File: src/logic/mul_pkg.sv
// Shared types and constants of the 8x8 unsigned multiply datapath.
package mul_pkg;

  // ---------------------------------------------------------------------
  // Opcode fields
  // ---------------------------------------------------------------------
  localparam logic [7:0] LIT_OPC_HI   = 8'h0D;  // Upper byte of literal form.
  localparam logic [6:0] REG_OPC_HI   = 7'h01;  // Upper seven bits, reg form.
  localparam int         OPC_HI_MSB   = 15;
  localparam int         OPC_LIT_LSB  = 8;
  localparam int         OPC_REG_LSB  = 9;
  localparam int         BANK_BIT     = 8;
  localparam int         OFFSET_MSB   = 7;

  // ---------------------------------------------------------------------
  // Data-memory addressing
  // ---------------------------------------------------------------------
  localparam int         ADDR_W       = 12;
  localparam int         PAGE_W       = ADDR_W - 8;
  localparam logic [7:0] ACCESS_SPLIT = 8'h60;  // Low access half ends below.
  localparam logic [7:0] INDEX_LIMIT  = 8'h5F;  // Largest indexed offset.
  localparam logic [PAGE_W-1:0] ACCESS_LO_PAGE = 4'h0;
  localparam logic [PAGE_W-1:0] ACCESS_HI_PAGE = 4'hF;
  localparam logic [15:0] PROD_MAX    = 16'hFE01;  // 255 times 255.

  // ---------------------------------------------------------------------
  // Quarter phases of one instruction cycle
  // ---------------------------------------------------------------------
  typedef enum logic [2:0] {
    PH_IDLE,
    PH_DECODE,
    PH_READ,
    PH_COMPUTE,
    PH_WRITE
  } phase_t;

  // All state of the multiply unit.
  typedef struct packed {
    phase_t            phase;
    logic [15:0]       opcode;
    logic              is_lit;
    logic [7:0]        wreg;
    logic [7:0]        operand;
    logic              mem_rd;
    logic [ADDR_W-1:0] addr;
    logic [15:0]       prod;
    logic              prod_we;
    logic              busy;
  } mul_state_t;

  localparam mul_state_t STATE_RESET = '{phase: PH_IDLE, default: '0};

endpackage

File: src/logic/mul_unit.sv
// Multiply unit: decodes and executes both 8x8 unsigned multiply forms.
`timescale 1ns/1ps

module mul_unit
  import mul_pkg::*;
(
  input  wire logic              CLK_I,
  input  wire logic              ARST_N_I,
  input  wire logic              INSTR_VALID_I,
  input  wire logic [15:0]       OPCODE_I,
  input  wire logic [7:0]        WREG_I,
  input  wire logic [7:0]        BANK_SEL_I,
  input  wire logic              EXT_SET_I,
  input  wire logic [ADDR_W-1:0] INDEX_BASE_I,
  input  wire logic [7:0]        MEM_DATA_I,
  output logic                   BUSY_O,
  output logic                   MEM_RD_O,
  output logic [ADDR_W-1:0]      MEM_ADDR_O,
  output logic [7:0]             PROD_HI_O,
  output logic [7:0]             PROD_LO_O,
  output logic                   PROD_WE_O
);

  // ---------------------------------------------------------------------
  // State and decode helpers
  // ---------------------------------------------------------------------
  mul_state_t q;
  mul_state_t d;
  logic       accept;
  logic       dec_lit;
  logic       dec_reg;
  logic       bank_bit;
  logic [7:0] offset;
  logic       use_index;

  // A new instruction may start when idle or in the last quarter phase,
  // so back-to-back multiplies run one per instruction cycle.
  assign accept   = INSTR_VALID_I &&
                    (q.phase == PH_IDLE || q.phase == PH_WRITE);
  assign dec_lit  = q.opcode[OPC_HI_MSB:OPC_LIT_LSB] == LIT_OPC_HI;
  assign dec_reg  = q.opcode[OPC_HI_MSB:OPC_REG_LSB] == REG_OPC_HI;
  assign bank_bit = q.opcode[BANK_BIT];
  assign offset   = q.opcode[OFFSET_MSB:0];   // Always unsigned.
  assign use_index = EXT_SET_I && !bank_bit && offset <= INDEX_LIMIT;

  // ---------------------------------------------------------------------
  // Next-state logic
  // ---------------------------------------------------------------------
  // Status flags are deliberately absent: the unit has no flag port, so no
  // negative, overflow, carry, digit carry or zero indication can leave it.
  always_comb
  begin
    d         = q;
    d.prod_we = 1'b0;
    d.mem_rd  = 1'b0;
    case (q.phase)
      PH_IDLE:
      begin
        if (accept)
        begin
          d.phase  = PH_DECODE;
          d.opcode = OPCODE_I;
          d.wreg   = WREG_I;   // Read only; the accumulator is never driven.
        end
      end
      PH_DECODE:
      begin
        // Decode; anything other than a multiply is not ours to run.
        if (dec_lit)
        begin
          d.phase  = PH_READ;
          d.is_lit = 1'b1;
        end
        else if (dec_reg)
        begin
          d.phase  = PH_READ;
          d.is_lit = 1'b0;
          d.mem_rd = 1'b1;
          if (use_index)
            d.addr = INDEX_BASE_I + {{PAGE_W{1'b0}}, offset};
          else if (bank_bit)
            d.addr = {BANK_SEL_I[PAGE_W-1:0], offset};
          else if (offset < ACCESS_SPLIT)
            d.addr = {ACCESS_LO_PAGE, offset};
          else
            d.addr = {ACCESS_HI_PAGE, offset};
        end
        else
        begin
          d.phase = PH_IDLE;
        end
      end
      PH_READ:
      begin
        // Memory answers in the same quarter; the operand is only read.
        d.phase   = PH_COMPUTE;
        d.operand = q.is_lit ? offset : MEM_DATA_I;
      end
      PH_COMPUTE:
      begin
        // 8x8 unsigned product is at most 16 bits wide, so nothing is lost.
        d.phase   = PH_WRITE;
        d.prod    = 16'(q.wreg) * 16'(q.operand);
        d.prod_we = 1'b1;
      end
      PH_WRITE:
      begin
        if (accept)
        begin
          d.phase  = PH_DECODE;
          d.opcode = OPCODE_I;
          d.wreg   = WREG_I;
        end
        else
        begin
          d.phase = PH_IDLE;
        end
      end
      default:
      begin
        d = STATE_RESET;
      end
    endcase
    // Busy is its own flop, so the port carries no decode logic behind it.
    d.busy = d.phase != PH_IDLE;
  end

  // ---------------------------------------------------------------------
  // State register
  // ---------------------------------------------------------------------
  // Single register stage keeps every output straight from a flip-flop.
  always_ff @(posedge CLK_I or negedge ARST_N_I)
  begin
    if (!ARST_N_I)
      q <= STATE_RESET;
    else
      q <= d;
  end

  // Output mapping: high byte and low byte of the product pair.
  assign BUSY_O     = q.busy;
  assign MEM_RD_O   = q.mem_rd;
  assign MEM_ADDR_O = q.addr;
  assign PROD_HI_O  = q.prod[15:8];
  assign PROD_LO_O  = q.prod[7:0];
  assign PROD_WE_O  = q.prod_we;

  // ---------------------------------------------------------------------
  // Assertions
  // ---------------------------------------------------------------------
  logic [15:0] prod_out;
  logic        lit_acc;
  logic        reg_acc;
  assign prod_out = {PROD_HI_O, PROD_LO_O};
  assign lit_acc  = accept &&
                    OPCODE_I[OPC_HI_MSB:OPC_LIT_LSB] == LIT_OPC_HI;
  assign reg_acc  = accept &&
                    OPCODE_I[OPC_HI_MSB:OPC_REG_LSB] == REG_OPC_HI;
endmodule

File: config.mk
export PLATFORM = sky130hd
export DESIGN_NAME = mul_unit
export DESIGN_NICKNAME = d
export VERILOG_FILES = /design/src/logic/mul_pkg.sv /design/src/logic/mul_unit.sv
export SDC_FILE = /design/constraint.sdc
export NUM_CORES = 1
export LEC_CHECK = 0
export BUFFER_PORTS_ARGS = -buffer_cell sky130_fd_sc_hd__clkbuf_2
export CAP_MARGIN = 20
export CORE_ASPECT_RATIO = 0.75
export CORE_MARGIN = 10
export CORE_UTILIZATION = 50
export DETAILED_ROUTE_END_ITERATION = 6
export PLACE_DENSITY = 0.75
export SYNTH_ARGS = -nofsm -noshare
export SYNTH_HDL_FRONTEND = slang
export SYNTH_SLANG_ARGS = --single-unit
File: constraint.sdc
create_clock -name CLK_I -period 9.9 [get_ports CLK_I]
set_input_delay 0.99 -clock CLK_I [delete_from_list [all_inputs] [get_ports CLK_I]]
set_output_delay 0.99 -clock CLK_I [all_outputs]
set_load 0.03 [all_outputs]
# --- Word-level counts from Yosys, hierarchy flattened ---
# Cells that the tools add are included.
totals:
  ff_bits: 67
  latchBits: 0
  ram_bits: 0
  mem_bits_ro: 0
  in_bits: 56
  out_inout_bits: 31
  word_cells: 65
  memories: 0
classes:
  addsub: 1
  multipliers: 1
  n_div: 0
  n_lt_le_gt_ge: 2
  eq_ne: 12
  shifts: 0
  mux: 21
  bitwise_logic: 2
  reduce_logical: 16
op_table:
  columns: ["cell", "n"]
  rows:
  - ["16-bit one-hot mux with 3 select lines", 1]
  - ["12-bit two-way mux", 3]
  - ["17-bit one-hot mux with 2 select lines", 1]
  - ["8-bit one-hot mux with 2 select lines", 2]
  - ["13-bit two-way mux", 2]
  - ["13-bit one-hot mux with 2 select lines", 1]
  - ["19-bit two-way mux", 1]
  - ["8-bit by 8-bit multiplier with 16-bit output", 1]
  - ["16-bit two-way mux", 1]
  - ["8-bit two-way mux", 2]
  - ["3-bit one-hot mux with 5 select lines", 1]
  - ["12-bit by 8-bit adder with 12-bit output", 1]
  - ["4-bit OR reduction", 3]
  - ["8-bit by 4-bit equality test with 1-bit output, second input constant", 1]
  - ["8-bit by 7-bit less-or-equal comparator with 1-bit output, second input constant", 1]
  - ["8-bit by 7-bit less-than comparator with 1-bit output, second input constant", 1]
  - ["2-bit != test, second input constant", 4]
  - ["7-bit by 1-bit equality test with 1-bit output, second input constant", 1]
  - ["3-bit by 2-bit equality test with 1-bit output, second input constant", 2]
  - ["3-bit AND reduction", 2]
  - ["2-bit AND reduction", 2]
  - ["3-bit by 1-bit equality test with 1-bit output, second input constant", 1]
  - ["3-bit equality test, second input constant", 1]
  - ["1-bit logical AND", 3]
  - ["other kinds (13)", 16]

# --- Logic depth before layout (Yosys ltp) ---
depth:
  word_depth: 7
  ltp_mapped: 17
  mapped_depth_nobuf: 16

# --- Least setup slack after synthesis ---
# Ideal clock, no wire load.
synth_path:
  kind: "register -> register"
  from: "register q[38] (netlist name)"
  to: "register q (netlist bit prod_out[15])"
  setup_time_ps: 134
  arrival_ps: 4125
  required_ps: 9766
  setup_slack_ps: 5641
  stages_incl_launch_ff: 16
  synth_period_minus_slack_ps: 4259
  cell_sequence: "dfrtp_1 clkbuf_1 and2_1 fa_1 fa_1 fa_1 inv_1 fa_1 inv_1 ha_1 clkbuf_1 a2111o_1 o21ai_1 a31oi_1 xnor2_1 o21ai_0"
synth_between:
  elab_chain_cells: 2
synth_rtl:
  columns: ["item", "line", "source"]
  rows:
  - ["start, declared", "mul_unit.sv:27", "mul_state_t q;"]
  - ["start signal, assigned", "mul_unit.sv:135", "q <= STATE_RESET;"]
  - ["start signal, assigned", "mul_unit.sv:137", "q <= d;"]
  - ["8-bit by 8-bit multiplier with 16-bit output", "mul_unit.sv:103", "d.prod = 16'(q.wreg) * 16'(q.operand);"]
  - ["17-bit one-hot mux with 2 select lines", "mul_unit.sv:56", "case (q.phase)"]
# No other way between the ends.
# A chain may end at the register's enable or synchronous reset.

# --- Final worst setup path ---
layout_path:
  from: "register q[41] (netlist name)"
  to: "register q (netlist bit prod_out[15])"
# Same word-level chain as after synthesis.

==> results.sh <==
export IMPL_critical_path_startpoint="q[41]"
export IMPL_n_fill_cell=899
export IMPL_detailedRoute_firstIterationViolations=324
export IMPL_route_final_wire_length_um=12100
export IMPL_i_o_buffers=82
export IMPL_multiInputGateArea_mm2=0.00319
export IMPL_finalClockSkew_ns=0.00491
export IMPL_route_detailed_vias_per_inst=5.40
export IMPL_pins_over_their_slew_limit=0
export IMPL_worstSetupStartpointType="flop"
export IMPL_mostFrequentLayoutCell="sky130_fd_sc_hd__clkbuf_2"
export IMPL_placed_cell_area_mm2=0.00567
export IMPL_number_of_endpoints_with_negative_hold_slack_in_the_final_report=0
export IMPL_syn2layout_area_growth_pct=12.0
export IMPL_dominantRegCellSynth="sky130_fd_sc_hd__dfrtp_1"
export IMPL_insertion_delay_ns=0.34
export IMPL_maxcap_viol_count=0
export IMPL_antenna_found_initial=0
export IMPL_num_nets_final=735
export IMPL_post_synth_cell_area_avg_um2=9.81
export IMPL_die_h_um=110
export IMPL_floorplan_die_area_mm2=0.0153
export IMPL_synth_sequential_area_ratio_pct=31.3
export IMPL_globalRouteTotalUtil_pct=16.2
export IMPL_endpoint_kind="flop"
export IMPL_post_synth_main_area_contributors="sky130_fd_sc_hd__dfrtp_1 (31%), sky130_fd_sc_hd__fa_1 (14%), sky130_fd_sc_hd__ha_1 (10%), sky130_fd_sc_hd__and2_1 (6.0%), sky130_fd_sc_hd__a22o_1 (5.4%)"
export IMPL_timing_slew_headroom_pct=27.8
export IMPL_r2r_start="q[41]"
export IMPL_crit_arrival_ns=4.69
export IMPL_fin_setup_tns_ns=0
export IMPL_path_cells="and2_1 > fa_1 > fa_1 > fa_1 > inv_1 > fa_1 > inv_1 > ha_1 > a2111o_1 > o21ai_1 > a31oi_1 > xnor2_1 > o21ai_0"
export IMPL_worst_hold_path_type="reg2reg"
export IMPL_required_ns=10.10
export IMPL_path_common_cell="sky130_fd_sc_hd__fa_1"
export IMPL_synth_distinct_cells=48
export IMPL_worst_r2r_cell_count=13
export IMPL_cts_hold_buffers=0
export IMPL_floorplan_initialDensity_pct=51.6
export IMPL_min_period_over_period_pct=45.3
export IMPL_maximum_number_of_buffers_from_clock_root_to_sink=2
export IMPL_final_instance_count_excl_fill=739
export IMPL_detail_route_antenna_nets=0
export IMPL_htreeDepth=3
export IMPL_timing_rr_end="prod_out[15]"
export IMPL_grt_first_pass_wirelength_um=20300
export IMPL_tritoncts="done"
export IMPL_pin_count=87
export IMPL_fmaxAchievable_mhz=223
export IMPL_vias_in_the_first_global_route=3995
export IMPL_synth_warnings=0
export IMPL_synth_largest_area_cell="sky130_fd_sc_hd__dfrtp_1"
export IMPL_cp_slowest_stage_delay_ns=0.54
export IMPL_yosys_area_top_type_share_pct=31.3
export IMPL_period_minus_slack_ns=4.49
export IMPL_wl_per_cell_um=16.4
export IMPL_hpwlAfterDp_um=9480
export IMPL_dr_pass1_iters=4
export IMPL_post_synth_arst_share_pct=100
export IMPL_total_setup_buffers_inserted_after_cts=0
export IMPL_floorplan_rows=32
export IMPL_placeableCoreArea_mm2=0.0104
export IMPL_rrSetupSlack_ns=5.41
export IMPL_die_x_um=139
export IMPL_synth_edff_count=0
export IMPL_final_setup_viol_count=0
export IMPL_drcViolationCount=0
export IMPL_slowest_stage="sky130_fd_sc_hd__fa_1"
export IMPL_setup_repair_after_global_routing_missed_its_margin="false"
export IMPL_ys_ff_latch=67
export IMPL_endpoint="prod_out[15]"
export IMPL_cts_resized=0
export IMPL_postSynthNetCount=682
export IMPL_worstSetupPathType="reg2reg"
export IMPL_placed_insts=722
export IMPL_sequential_cell_area_mm2=0.00168
export IMPL_synthesis_area_mm2=0.00535
export IMPL_most_common_layout_cells="sky130_fd_sc_hd__clkbuf_2 (81), sky130_fd_sc_hd__dfrtp_1 (67), sky130_fd_sc_hd__inv_1 (58)"
export IMPL_drive_gt1_share_pct=17.4
export IMPL_path_max_fanout=9
export IMPL_postSynthCellCount=545
export IMPL_number_of_buffers_created_by_cts=9
export IMPL_numClockSinks=67
export IMPL_cts_root_buf="sky130_fd_sc_hd__clkbuf_16"
export IMPL_timing_worst_slew_pin_value_ns=1.08
export IMPL_grt_max_degree=68
export IMPL_globalRouteOverflowTotal=0
export IMPL_result_of_the_run="finished clean"
export IMPL_layout_cell_area_non_filler_mm2=0.00599
export IMPL_diodes=0
export IMPL_gpl_final_weighted_congestion=0.894
export IMPL_clk_transition_reported_paths_ns=0.06
export IMPL_num_vias=3993
## flip-flops by register name, indices dropped and copies added, names as in the netlist
signal      cells
BUSY_O          1
MEM_ADDR_O     12
MEM_RD_O        1
PROD_WE_O       1
bank_bit        1
offset          8
prod_out       16
q              27
## Yosys cell counts (12+ instances only)
cell type	instances
sky130_fd_sc_hd__dfrtp_1	67
sky130_fd_sc_hd__inv_1	58
sky130_fd_sc_hd__nand2_1	54
sky130_fd_sc_hd__and2_1	51
sky130_fd_sc_hd__ha_1	44
sky130_fd_sc_hd__fa_1	37
sky130_fd_sc_hd__a22o_1	33
sky130_fd_sc_hd__o21ai_0	32
sky130_fd_sc_hd__buf_4	29
sky130_fd_sc_hd__a21oi_1	13
sky130_fd_sc_hd__clkbuf_1	12
sky130_fd_sc_hd__nor2_1	12
## layer usage
layer / global-route usage, % / vias up / routed length [µm]
li1: - / 1934 / -
met1: 22.8 / 1965 / 5840
met2: 24.1 / 84 / 5480
met3: 4.44 / 10 / 664
met4: 4.53 / 0 / 138
met5: 0 / - / 0
## critical path, delay by kind of cell (launching register included)
kind            cells  cell delay (ns)
xor+xnor            1             0.17
simple gates        1             0.23
compound gates      4             0.88
flops               1             0.49
buf+inv             2             0.09
fa+ha+maj           5             2.47
## how the worst min path moves through the flow
stage          cells past startpoint        start           to
6_report                           2  prod_out[7]  prod_out[7]
5_1_grt                            2  prod_out[8]  prod_out[8]
4_1_cts                            2  prod_out[7]  prod_out[7]
3_5_place_dp                       2  prod_out[7]  prod_out[7]
3_3_place_gp                       2  prod_out[5]  prod_out[5]
2_1_floorplan                      2  prod_out[7]  prod_out[7]
## area by class of cell
class	count	area share, %
clock inverters	5	1.02
inverters	58	3.63
clock buffers	11	4.22
flip-flops and latches	67	28.0
well taps	136	2.84
multi-input cells	378	53.2
repair buffers	84	7.10
## per-stage QoR
step	hold slack, ns	setup WS (ns)	util [%]
floorplan	0.450	5.64	-
global placement	0.467	5.49	54.7
detailed placement	0.473	5.45	54.7
CTS	0.486	5.42	57.7
global route	0.509	5.14	57.8
finish	0.482	5.41	57.8
## cell families after synthesis
group	count (synthesis)	share of synthesized area, %
DFF	67	31.3
muxes	10	1.89
adders and majority gates	81	24.1
buffers and inverters	100	9.08
and+or+nand+nor	146	14.3
AOI/OAI and AO/OA	123	16.3
xor gates and xnor gates	18	2.95
Power is left out: the tool's default activity adds up to more than one toggle a clock period on the data nets, which glitch-free logic cannot reach.
